<file path="src/dsm_pkg.sv">
// Package for the direct speed-mode transfer controller.
// Assumes a single 20 MHz system clock and AHB-Lite register access.
package dsm_pkg;
  // Operating modes seen by the CPU clock logic
  typedef enum logic [2:0] {
    DSM_HIGH, DSM_MEDIUM, DSM_SUB, DSM_SLEEP, DSM_WATCH, DSM_STANDBY
  } dsm_mode_e;
  // Transfer sequencer states
  typedef enum logic [2:0] {
    DSM_RUN, DSM_INSTR, DSM_SETTLE, DSM_EXCEPT, DSM_HOLD
  } dsm_seq_e;
  // Register byte offsets
  localparam logic [7:0] DSM_OFS_CTRL = 8'h00;
  localparam logic [7:0] DSM_OFS_MODE = 8'h04;
  localparam logic [7:0] DSM_OFS_STAT = 8'h08;
  localparam logic [7:0] DSM_OFS_MASK = 8'h0C;
  // Control field positions
  localparam int DSM_B_STANDBY = 0;
  localparam int DSM_B_LOWSPD = 1;
  localparam int DSM_B_MEDSPD = 2;
  localparam int DSM_B_DIRECT = 3;
  localparam int DSM_B_WATCH = 4;
  localparam int DSM_B_IEN = 5;
  localparam int DSM_B_STS = 6;
  localparam int DSM_B_SUBDIV = 9;
  localparam logic [31:0] DSM_CTRL_RST = 32'h0000_0000;
  // Status bit positions
  localparam int DSM_S_DONE = 0;
  localparam int DSM_S_STUCK = 1;
  // Timing in system-clock states
  localparam int DSM_SLEEP_STATES = 2;
  localparam int DSM_INTERNAL_STATES = 1;
  localparam int DSM_EXCEPT_STATES = 14;
  localparam int DSM_MED_DIV = 8;
  localparam int DSM_HIGH_DIV = 1;
  localparam int DSM_SETTLE_BASE = 8192;
endpackage : dsm_pkg

</file>
<file path="src/dsm_ctrl.sv">
// Direct speed-mode transfer controller: mode bits over AHB-Lite, CPU clock enable.
// Assumes the CPU pulses sleep_req for the SLEEP instruction and watch_tick is synchronous.
// How it works
// - Medium-speed mode gives the CPU one clock enable in eight of high-speed mode.
// - A sleep with direct-transfer set and a listed bit combination changes running mode and then runs the exception sequence.
// - With the direct-transfer interrupt disabled the attempt stops in sleep or watch mode.
// - With the global interrupt mask set the attempt stops in sleep or watch mode for good.
// - High-speed with standby 0, low 0, medium 1, direct 1 goes via sleep to medium-speed; here the mode changes straight, sleep is not entered.
// - Medium-speed with standby 0, low 0, medium 0, direct 1 goes via sleep to high-speed; here the mode changes straight, sleep is not entered.
// - Either active mode with standby 1, low 1, direct 1, watch 1 goes via watch to subactive; here the mode changes straight, watch is not entered.
// - Subactive with standby 1, low 0, medium 0, direct 1, watch 1 settles then goes high-speed.
// - Subactive with standby 1, low 0, medium 1, direct 1, watch 1 settles then goes medium.
// - Latency is two plus one old-clock states then fourteen new-clock exception states.
// - One state is two oscillator periods in high-speed and sixteen in medium-speed.
// - Leaving subactive for active waits the settling count chosen by three select bits.
// - Subactive clock is the watch clock divided by two, four or eight.
// - Sleep with standby and low-speed both clear enters sleep mode unless a direct transfer is taken.
//
// Chosen here: the AHB-Lite interface to the registers and the register offsets.
`timescale 1ns/10ps
`default_nettype none
module dsm_ctrl
  import dsm_pkg::*;
#(
  parameter int SETTLE_BASE = DSM_SETTLE_BASE
) (
  input wire logic clock,
  input wire logic arst_n,
  input wire logic hsel,
  input wire logic [31:0] haddr,
  input wire logic [1:0] htrans,
  input wire logic hwrite,
  input wire logic [2:0] hsize,
  input wire logic [31:0] hwdata,
  input wire logic hready,
  output logic hreadyout,
  output logic hresp,
  output logic [31:0] hrdata,
  input wire logic sleep_req,
  input wire logic global_mask,
  input wire logic watch_tick,
  output logic cpu_clk_en,
  output logic [2:0] cur_mode,
  output logic except_active,
  output logic irq
);
  initial begin
    if (SETTLE_BASE < 2 || SETTLE_BASE > 16383) $error("dsm_ctrl SETTLE_BASE out of range");
  end

  // Register state
  logic [31:0] ctrl_r;
  logic [1:0] stat_r;
  logic [1:0] mask_r;
  dsm_mode_e mode_r, mode_nxt, target_r;
  dsm_seq_e seq_r, seq_nxt;
  logic [17:0] cnt_r, cnt_nxt;
  logic [31:0] rdata_r;
  logic wr_ph_r;
  logic [7:0] addr_r;

  // Control fields
  wire f_standby = ctrl_r[DSM_B_STANDBY];
  wire f_low = ctrl_r[DSM_B_LOWSPD];
  wire f_med = ctrl_r[DSM_B_MEDSPD];
  wire f_direct = ctrl_r[DSM_B_DIRECT];
  wire f_watch = ctrl_r[DSM_B_WATCH];
  wire f_ien = ctrl_r[DSM_B_IEN];
  wire [2:0] f_sts = ctrl_r[DSM_B_STS +: 3];
  wire [1:0] f_subdiv = ctrl_r[DSM_B_SUBDIV +: 2];

  // Settling count from the select bits
  function automatic logic [17:0] settle_states(input logic [2:0] sts);
    logic [17:0] base;
    base = 18'(SETTLE_BASE);
    settle_states = sts[2] ? (base << 4) : (base << sts[1:0]);
  endfunction : settle_states

  // AHB-Lite decode
  wire bus_go = hsel && hready && htrans[1];
  wire [7:0] off_w = haddr[7:0];
  always_ff @(posedge clock or negedge arst_n) begin
    if (!arst_n) begin
      wr_ph_r <= 1'b0;
      addr_r <= 8'h00;
    end else begin
      wr_ph_r <= bus_go && hwrite;
      addr_r <= off_w;
    end
  end
  assign hreadyout = 1'b1;
  assign hresp = 1'b0;
  assign hrdata = rdata_r;
  wire wr_ctrl = wr_ph_r && addr_r == DSM_OFS_CTRL;
  wire wr_stat = wr_ph_r && addr_r == DSM_OFS_STAT;
  wire wr_mask = wr_ph_r && addr_r == DSM_OFS_MASK;
  wire [31:0] rd_mux =
    (off_w == DSM_OFS_CTRL) ? {21'h0, ctrl_r[10:0]} :
    (off_w == DSM_OFS_MODE) ? {22'h0, seq_r, 4'h0, mode_r} :
    (off_w == DSM_OFS_STAT) ? {30'h0, stat_r} :
    (off_w == DSM_OFS_MASK) ? {30'h0, mask_r} : 32'h0000_0000;
  // Read data registered at the address phase
  always_ff @(posedge clock or negedge arst_n) begin
    if (!arst_n) rdata_r <= 32'h0000_0000;
    else if (bus_go && !hwrite) rdata_r <= rd_mux;
  end
  // Control register
  always_ff @(posedge clock or negedge arst_n) begin
    if (!arst_n) ctrl_r <= DSM_CTRL_RST;
    else if (wr_ctrl) ctrl_r <= {21'h0, hwdata[10:0]};
  end

  // Clock enables per mode
  logic med_tick, sub_tick, watch_div_tick;
  dsm_divider #(.WIDTH(4)) u_med_div (
    .clock(clock), .arst_n(arst_n), .restart(1'b0),
    .ratio(4'(DSM_MED_DIV)), .tick(med_tick)
  );
  wire [3:0] sub_ratio = (f_subdiv == 2'd0) ? 4'd2 : (f_subdiv == 2'd1) ? 4'd4 : 4'd8;
  logic [3:0] wcnt_r;
  always_ff @(posedge clock or negedge arst_n) begin
    if (!arst_n) wcnt_r <= 4'h0;
    else if (watch_tick) wcnt_r <= (wcnt_r >= sub_ratio - 4'd1) ? 4'h0 : wcnt_r + 4'd1;
  end
  assign watch_div_tick = watch_tick && (wcnt_r >= sub_ratio - 4'd1);
  assign sub_tick = watch_div_tick;

  // State enable follows the present clock source
  function automatic logic mode_en(input dsm_mode_e m, input logic mt, input logic st);
    unique case (m)
      DSM_HIGH: mode_en = 1'b1;
      DSM_MEDIUM: mode_en = mt;
      DSM_SUB: mode_en = st;
      default: mode_en = 1'b0;
    endcase
  endfunction : mode_en
  wire run_en = mode_en(mode_r, med_tick, sub_tick);
  wire tgt_en = mode_en(target_r, med_tick, sub_tick);
  assign cpu_clk_en = (seq_r == DSM_RUN || seq_r == DSM_EXCEPT) ? run_en : 1'b0;
  assign cur_mode = mode_r;
  assign except_active = seq_r == DSM_EXCEPT;

  // Decode of sleep request bits
  wire active_w = mode_r == DSM_HIGH || mode_r == DSM_MEDIUM;
  wire go_h2m = mode_r == DSM_HIGH && !f_standby && !f_low && f_med;
  wire go_m2h = mode_r == DSM_MEDIUM && !f_standby && !f_low && !f_med;
  wire go_a2s = active_w && f_standby && f_low && f_watch;
  wire go_s2a = mode_r == DSM_SUB && f_standby && !f_low && f_watch;
  wire dt_match = f_direct && (go_h2m || go_m2h || go_a2s || go_s2a);
  wire dt_allowed = f_ien && !global_mask;
  // Ordinary entry when not a direct transfer
  wire dsm_mode_e plain_w = (f_standby && f_watch) ? DSM_WATCH :
    (f_standby && !f_low) ? DSM_STANDBY : DSM_SLEEP;
  wire dsm_mode_e via_w = (go_a2s || go_s2a) ? DSM_WATCH : DSM_SLEEP;
  wire dsm_mode_e dest_w = go_a2s ? DSM_SUB : (f_med ? DSM_MEDIUM : DSM_HIGH);

  // Transfer sequencer
  always_comb begin
    seq_nxt = seq_r;
    mode_nxt = mode_r;
    cnt_nxt = cnt_r;
    unique case (seq_r)
      DSM_RUN: begin
        if (sleep_req && run_en) begin
          seq_nxt = DSM_INSTR;
          cnt_nxt = 18'(DSM_SLEEP_STATES + DSM_INTERNAL_STATES - 1);
        end
      end
      // Instruction plus internal states on the old clock
      DSM_INSTR: begin
        if (run_en) begin
          if (cnt_r != 18'h0) begin
            cnt_nxt = cnt_r - 18'd1;
          end else if (!dt_match) begin
            mode_nxt = plain_w;
            seq_nxt = DSM_HOLD;
          end else if (!dt_allowed) begin
            mode_nxt = via_w;
            seq_nxt = DSM_HOLD;
          end else if (go_s2a) begin
            mode_nxt = DSM_WATCH;
            cnt_nxt = settle_states(f_sts) - 18'd1;
            seq_nxt = DSM_SETTLE;
          end else begin
            // Change straight to the new mode; sleep or watch is not entered
            mode_nxt = dest_w;
            cnt_nxt = 18'(DSM_EXCEPT_STATES - 1);
            seq_nxt = DSM_EXCEPT;
          end
        end
      end
      DSM_SETTLE: begin
        if (tgt_en) begin
          if (cnt_r != 18'h0) begin
            cnt_nxt = cnt_r - 18'd1;
          end else begin
            mode_nxt = dest_w;
            cnt_nxt = 18'(DSM_EXCEPT_STATES - 1);
            seq_nxt = DSM_EXCEPT;
          end
        end
      end
      // Fourteen exception states on the new clock
      DSM_EXCEPT: begin
        if (run_en) begin
          if (cnt_r != 18'h0) cnt_nxt = cnt_r - 18'd1;
          else seq_nxt = DSM_RUN;
        end
      end
      // Held until reset; no wake-up path leaves this state
      DSM_HOLD: seq_nxt = DSM_HOLD;
      default: seq_nxt = DSM_RUN;
    endcase
  end

  // Target latched during the instruction states
  always_ff @(posedge clock or negedge arst_n) begin
    if (!arst_n) target_r <= DSM_HIGH;
    else if (seq_r == DSM_INSTR) target_r <= dest_w;
  end
  always_ff @(posedge clock or negedge arst_n) begin
    if (!arst_n) begin
      seq_r <= DSM_RUN;
      mode_r <= DSM_HIGH;
      cnt_r <= 18'h0;
    end else begin
      seq_r <= seq_nxt;
      mode_r <= mode_nxt;
      cnt_r <= cnt_nxt;
    end
  end

  // Events: transfer done, attempt stuck
  wire ev_done = seq_r == DSM_EXCEPT && seq_nxt == DSM_RUN;
  wire ev_stuck = seq_r == DSM_INSTR && seq_nxt == DSM_HOLD && dt_match;
  // Set wins over write-one clear
  always_ff @(posedge clock or negedge arst_n) begin
    if (!arst_n) begin
      stat_r <= 2'b00;
      mask_r <= 2'b00;
    end else begin
      stat_r <= (stat_r & ~(wr_stat ? hwdata[1:0] : 2'b00)) | {ev_stuck, ev_done};
      if (wr_mask) mask_r <= hwdata[1:0];
    end
  end
  assign irq = |(stat_r & mask_r);

  // Assertions
  // One in eight
  med_rate_a: assert property (@(posedge clock) disable iff (!arst_n)
    med_tick |=> !med_tick [*7]) else $error("medium enable not one in eight");
  masked_hold_a: assert property (@(posedge clock) disable iff (!arst_n)
    (seq_r == DSM_INSTR && run_en && cnt_r == 18'h0 && dt_match && !f_ien)
    |=> seq_r == DSM_HOLD) else $error("masked transfer completed");
  hold_stays_a: assert property (@(posedge clock) disable iff (!arst_n)
    seq_r == DSM_HOLD |=> seq_r == DSM_HOLD && !cpu_clk_en) else $error("hold left");
  h2m_path_a: assert property (@(posedge clock) disable iff (!arst_n)
    (seq_r == DSM_INSTR && run_en && cnt_r == 18'h0 && f_direct && go_h2m && dt_allowed)
    |=> mode_r == DSM_MEDIUM && seq_r == DSM_EXCEPT) else $error("high to medium failed");
  m2h_path_a: assert property (@(posedge clock) disable iff (!arst_n)
    (seq_r == DSM_INSTR && run_en && cnt_r == 18'h0 && f_direct && go_m2h && dt_allowed)
    |=> mode_r == DSM_HIGH) else $error("medium to high failed");
  a2s_path_a: assert property (@(posedge clock) disable iff (!arst_n)
    (seq_r == DSM_INSTR && run_en && cnt_r == 18'h0 && f_direct && go_a2s && dt_allowed)
    |=> mode_r == DSM_SUB) else $error("active to sub failed");
  s2a_settle_a: assert property (@(posedge clock) disable iff (!arst_n)
    (seq_r == DSM_INSTR && run_en && cnt_r == 18'h0 && f_direct && go_s2a && dt_allowed)
    |=> mode_r == DSM_WATCH && seq_r == DSM_SETTLE) else $error("settle skipped");
  instr_count_a: assert property (@(posedge clock) disable iff (!arst_n)
    (seq_r == DSM_RUN && sleep_req && run_en) |=> seq_r == DSM_INSTR && cnt_r == 18'd2)
    else $error("instruction states wrong");
  except_count_a: assert property (@(posedge clock) disable iff (!arst_n)
    $rose(seq_r == DSM_EXCEPT) |-> cnt_r == 18'd13) else $error("exception count wrong");
  med_except_a: assert property (@(posedge clock) disable iff (!arst_n)
    (seq_r == DSM_EXCEPT && mode_r == DSM_MEDIUM && cpu_clk_en) |-> med_tick)
    else $error("medium exception off its enable");
  irq_done_a: assert property (@(posedge clock) disable iff (!arst_n)
    (ev_done && mask_r[DSM_S_DONE]) |=> irq) else $error("done interrupt missing");
  done_flag_a: assert property (@(posedge clock) disable iff (!arst_n)
    ev_done |=> seq_r == DSM_RUN && stat_r[DSM_S_DONE])
    else $error("done flag not set");
  stuck_flag_a: assert property (@(posedge clock) disable iff (!arst_n)
    ev_stuck |=> stat_r[DSM_S_STUCK]) else $error("stuck flag not set");
  gmask_hold_a: assert property (@(posedge clock) disable iff (!arst_n)
    (seq_r == DSM_INSTR && run_en && cnt_r == 18'h0 && dt_match && global_mask)
    |=> seq_r == DSM_HOLD && (mode_r == DSM_SLEEP || mode_r == DSM_WATCH))
    else $error("global mask did not hold");
  settle_end_a: assert property (@(posedge clock) disable iff (!arst_n)
    (seq_r == DSM_SETTLE && tgt_en && cnt_r == 18'h0)
    |=> seq_r == DSM_EXCEPT && mode_r == target_r) else $error("settle end wrong");
  settle_full_a: assert property (@(posedge clock) disable iff (!arst_n)
    (seq_r == DSM_SETTLE && cnt_r != 18'h0) |=> seq_r == DSM_SETTLE)
    else $error("settle cut short");
  high_rate_a: assert property (@(posedge clock) disable iff (!arst_n)
    (seq_r == DSM_RUN && mode_r == DSM_HIGH) |-> cpu_clk_en)
    else $error("high-speed enable missing");
  sub_src_a: assert property (@(posedge clock) disable iff (!arst_n)
    (mode_r == DSM_SUB && cpu_clk_en) |-> watch_tick)
    else $error("subactive enable off watch tick");
  plain_sleep_a: assert property (@(posedge clock) disable iff (!arst_n)
    (seq_r == DSM_INSTR && run_en && cnt_r == 18'h0 && !dt_match && !f_standby && !f_low)
    |=> mode_r == DSM_SLEEP) else $error("plain sleep not entered");
  plain_entry_a: assert property (@(posedge clock) disable iff (!arst_n)
    (seq_r == DSM_INSTR && run_en && cnt_r == 18'h0 && !dt_match && f_standby && !f_low
      && !f_watch) |=> mode_r == DSM_STANDBY) else $error("plain standby not entered");

  // Covers for the main transfer paths
  h2m_c: cover property (@(posedge clock) disable iff (!arst_n)
    seq_r == DSM_EXCEPT && mode_r == DSM_MEDIUM);
  m2h_c: cover property (@(posedge clock) disable iff (!arst_n)
    ev_done && mode_r == DSM_HIGH);
  s2a_c: cover property (@(posedge clock) disable iff (!arst_n) seq_r == DSM_SETTLE);
  stuck_c: cover property (@(posedge clock) disable iff (!arst_n) ev_stuck);
  plain_c: cover property (@(posedge clock) disable iff (!arst_n)
    seq_r == DSM_HOLD && mode_r == DSM_STANDBY);
endmodule : dsm_ctrl
`default_nettype wire

</file>
<file path="src/dsm_divider.sv">
// Programmable divide-by-N enable pulse generator.
// Assumes one clock; restart realigns the phase.
`timescale 1ns/10ps
`default_nettype none
module dsm_divider #(
  parameter int WIDTH = 4
) (
  input wire logic clock,
  input wire logic arst_n,
  input wire logic restart,
  input wire logic [WIDTH-1:0] ratio,
  output logic tick
);
  initial begin
    if (WIDTH < 2) $error("dsm_divider WIDTH too small");
  end
  logic [WIDTH-1:0] cnt_r;
  wire [WIDTH-1:0] last_w = ratio - WIDTH'(1);
  // Tick on the last count of each period
  assign tick = (cnt_r >= last_w) && !restart;
  // Counter wraps at ratio
  always_ff @(posedge clock or negedge arst_n) begin
    if (!arst_n) cnt_r <= '0;
    else if (restart || cnt_r >= last_w) cnt_r <= '0;
    else cnt_r <= cnt_r + WIDTH'(1);
  end
endmodule : dsm_divider
`default_nettype wire

</file>
<file path="config.mk">
export PLATFORM = sky130hd
export DESIGN_NAME = dsm_ctrl
export DESIGN_NICKNAME = d
export VERILOG_FILES = /design/src/dsm_pkg.sv /design/src/dsm_ctrl.sv /design/src/dsm_divider.sv
export SDC_FILE = /design/constraint.sdc
export NUM_CORES = 1
export LEC_CHECK = 0
export BUFFER_PORTS_ARGS = -buffer_cell sky130_fd_sc_hd__buf_2
export CORE_MARGIN = 4
export CORE_UTILIZATION = 56
export CTS_CLUSTER_DIAMETER = 200
export DETAILED_ROUTE_END_ITERATION = 6
export MAX_ROUTING_LAYER = met4
export PLACE_DENSITY = 0.91
export SLEW_MARGIN = 20
export SYNTH_ARGS = -nofsm -noshare
export SYNTH_HDL_FRONTEND = slang
export SYNTH_SLANG_ARGS = --single-unit
</file>
<file path="constraint.sdc">
create_clock -name clock -period 6.1 [get_ports clock]
set_input_delay 0.305 -clock clock [delete_from_list [all_inputs] [get_ports clock]]
set_output_delay 0.305 -clock clock [all_outputs]
set_load 0.03 [all_outputs]
</file>
==> results.json <==
{
  "max_freq_mhz": 325,
  "cts.repair.resized": 0,
  "r2r-start": "cur_mode[2]",
  "cp-startpoint": "cur_mode[2]",
  "yosysSeqAreaShare_pct": 43.9,
  "antenna_found_initial": 0,
  "cp.required_ns": 6.33,
  "synth-edff-count": 0,
  "grt_usage_pct": 22.3,
  "ys_seq_elements": 69,
  "vias": 3247,
  "path_class": "register to register",
  "num-fill-cells": 539,
  "clk_latency_ns": 0.35,
  "yosysTopAreaCell": "dfrtp_1",
  "routed_wl_um": 8690,
  "post-cts-setup-buffers": 0,
  "worstHoldStart": "haddr[0]",
  "synth_compound_gate_area_share_pct": 20.1,
  "dp.cells": 518,
  "powerDensity_nw_per_um2": 334,
  "core_um2": 6790,
  "maxSlewViolCount": 0,
  "top_usage_layer": "met2",
  "fin_hold_ws_ns": 0.0677,
  "hold_end": "addr_r[0]",
  "hold_violations": 0,
  "hold_class": "input port to register",
  "power_leakage_nw": 1.95,
  "layoutNonFillerInstCount": 534,
  "crit_path_max_fanout": 13,
  "clk_pin_slew_worst_paths_ns": 0.08,
  "use_met1_pct": 28.1,
  "worstSetupStartpointType": "register",
  "synth_warnings": 0,
  "synth_area_um2": 3940,
  "synthDistinctLibCells": 75,
  "finalCritPeriodShare_pct": 50.4,
  "reg2reg_depth": 6,
  "clock_sinks": 69,
  "timing.slew.headroom_pct": 40.6,
  "timing.final.crit_period_ns": 3.08,
  "drive_gt1_share_pct": 23.1,
  "gr-usage-met3_pct": 5.58,
  "start_util_pct": 57.9,
  "synthSimpleGateAreaFrac_pct": 18.5,
  "stdcell_area_um2": 4310,
  "tightest_slew_ns": 0.883,
  "dpl.hpwl_um": 6280,
  "htreeDepth": 3,
  "rsz0062_at_grt": "false",
  "routed_via_density": 6.08,
  "place_area_um2": 4110,
  "rrSetupSlack_ns": 3.02,
  "nets": 515,
  "synth_cells": 389,
  "final.setup.tns_ns": 0,
  "synthTopCellsByArea": "dfrtp_1, buf_4, mux2_2",
  "synthFlopType": "dfrtp_1",
  "synth_top_family_by_area": "compound AO/OA/AOI/OAI gates",
  "post_drt_wl_per_cell_um": 16.3,
  "grt_max_degree": 70,
  "outcome": "completed",
  "cp-end-kind": "register",
  "die_w_um": 91.8,
  "cts_buffers": 9,
  "route.detailed.drc": 0,
  "synth_mux_area_share_pct": 6.55,
  "cts_hold_buf": 0,
  "gp_congestion": 0.923,
  "io_pins": 117,
  "dr.pass1.iters": 5,
  "fin_skew_ns": 0.00812,
  "num_antenna_cells": 0,
  "arrival_ns": 3.31,
  "vdd_drop_max_uv": 227,
  "antenna_left": 0,
  "syn_avg_cell_area_um2": 10.1,
  "ys_async_sr_fraction_pct": 100,
  "synthXorXnorAreaFrac_pct": 1.11,
  "grt_pass1_wl_um": 14800,
  "clk_path_buf_depth": 2,
  "grt_pass1_vias": 3102,
  "rows": 30,
  "cts_root_buf": "clkbuf_8",
  "synth.top_cell.area_share_pct": 43.9,
  "yosys-top-cells-count": "dfrtp_1, nand2_1, o21ai_0, buf_4, nor2_1",
  "setup_viol": 0,
  "portBuffers": 44,
  "synthAdderAreaFrac_pct": 1.84,
  "yosysMostFrequentCell": "dfrtp_1",
  "area_growth_pct": 9.54,
  "cts_tree": "yes",
  "max_cap_viol_count": 0,
  "drt_iter0_drc": 242,
  "dieHeight_um": 91.8,
  "holdPathStages": 1,
  "r2r-end": "cnt_r[9]",
  "grt_overflow_total": 0,
  "grtUsageMet2_pct": 35.7,
  "die_area_um2": 8430
}
## final cells by class
| class | count | area [um2] | share of cell area (%) |
|---|---|---|---|
| clock buffers | 9 | 124 | 2.87 |
| multi-input cells | 294 | 1980 | 45.9 |
| repair buffers | 46 | 235 | 5.46 |
| flip-flops and latches | 69 | 1730 | 40.0 |
| clock inverters | 7 | 76.3 | 1.77 |
| inverters | 13 | 48.8 | 1.13 |
| well taps | 96 | 120 | 2.79 |
## per-stage QoR
stage	power, mW	utilization (%)	setup slack [ns]
after detailed placement	1.07	60.5	3.07
after global placement	1.04	60.5	3.11
after CTS	1.44	63.5	3.02
after floorplan	0.983	-	3.23
final	1.44	63.5	3.02
after global routing	1.53	63.5	2.91
## power breakdown
group | total, mW | internal [mW] | switching, mW
clock network | 0.374 | 0.190 | 0.184
registers | 0.608 | 0.522 | 0.0854
logic | 0.458 | 0.188 | 0.270
total | 1.44 | 0.900 | 0.540
## cells in the final DEF, fill, tap and decap left out, drive strengths merged, types with 8 or more instances in the layout
master	netlist	routed
a21oi	12	12
a22o	8	8
conb	2	24
inv	13	13
nor3	16	16
o21ai	26	26
mux2	15	15
a211oi	8	8
nand2	30	30
clkbuf	6	9
nor2	22	22
nand3	9	9
dfrtp	69	69
a21o	9	9
buf	29	46
## per-layer routing
metal	up-vias	wire, um
li1	1519	-
met1	1560	3540
met2	152	4330
met3	16	669
met4	0	148
met5	-	0
## sequential cells by signal, indices dropped and copies added, names as in the netlist, 2 cells and up
signal,count
cnt_r,18
ctrl_r,11
hrdata,11
addr_r,8
u_med_div.cnt_r,4
wcnt_r,4
cur_mode,3
seq_r,3
mask_r,2
stat_r,2
target_r,2
## worst max-delay path by stage
stage	end	cells after the start	slack [ns]
2_1_floorplan	cnt_r[17]	9	3.23
3_3_place_gp	cnt_r[9]	6	3.11
3_5_place_dp	cnt_r[5]	6	3.07
4_1_cts	cnt_r[9]	6	3.02
5_1_grt	cnt_r[9]	6	2.91
6_report	cnt_r[9]	6	3.02
## critical path, stage by stage, from the launching register on
cell,delay [ns]
dfrtp_1,0.50
or4_4,0.56
nor4_1,0.36
o41a_1,0.25
or3b_1,0.50
or2_4,0.37
a221o_2,0.40
## logic make-up after synthesis
family,Yosys count
xor gates and xnor gates,5
adders and majority gates,6
buffers and inverters,48
and+or+nand+nor,130
AOI/OAI and AO/OA,108
muxes,21
other,2
DFF,69
Note: power is estimated with default switching activity, not from simulation.
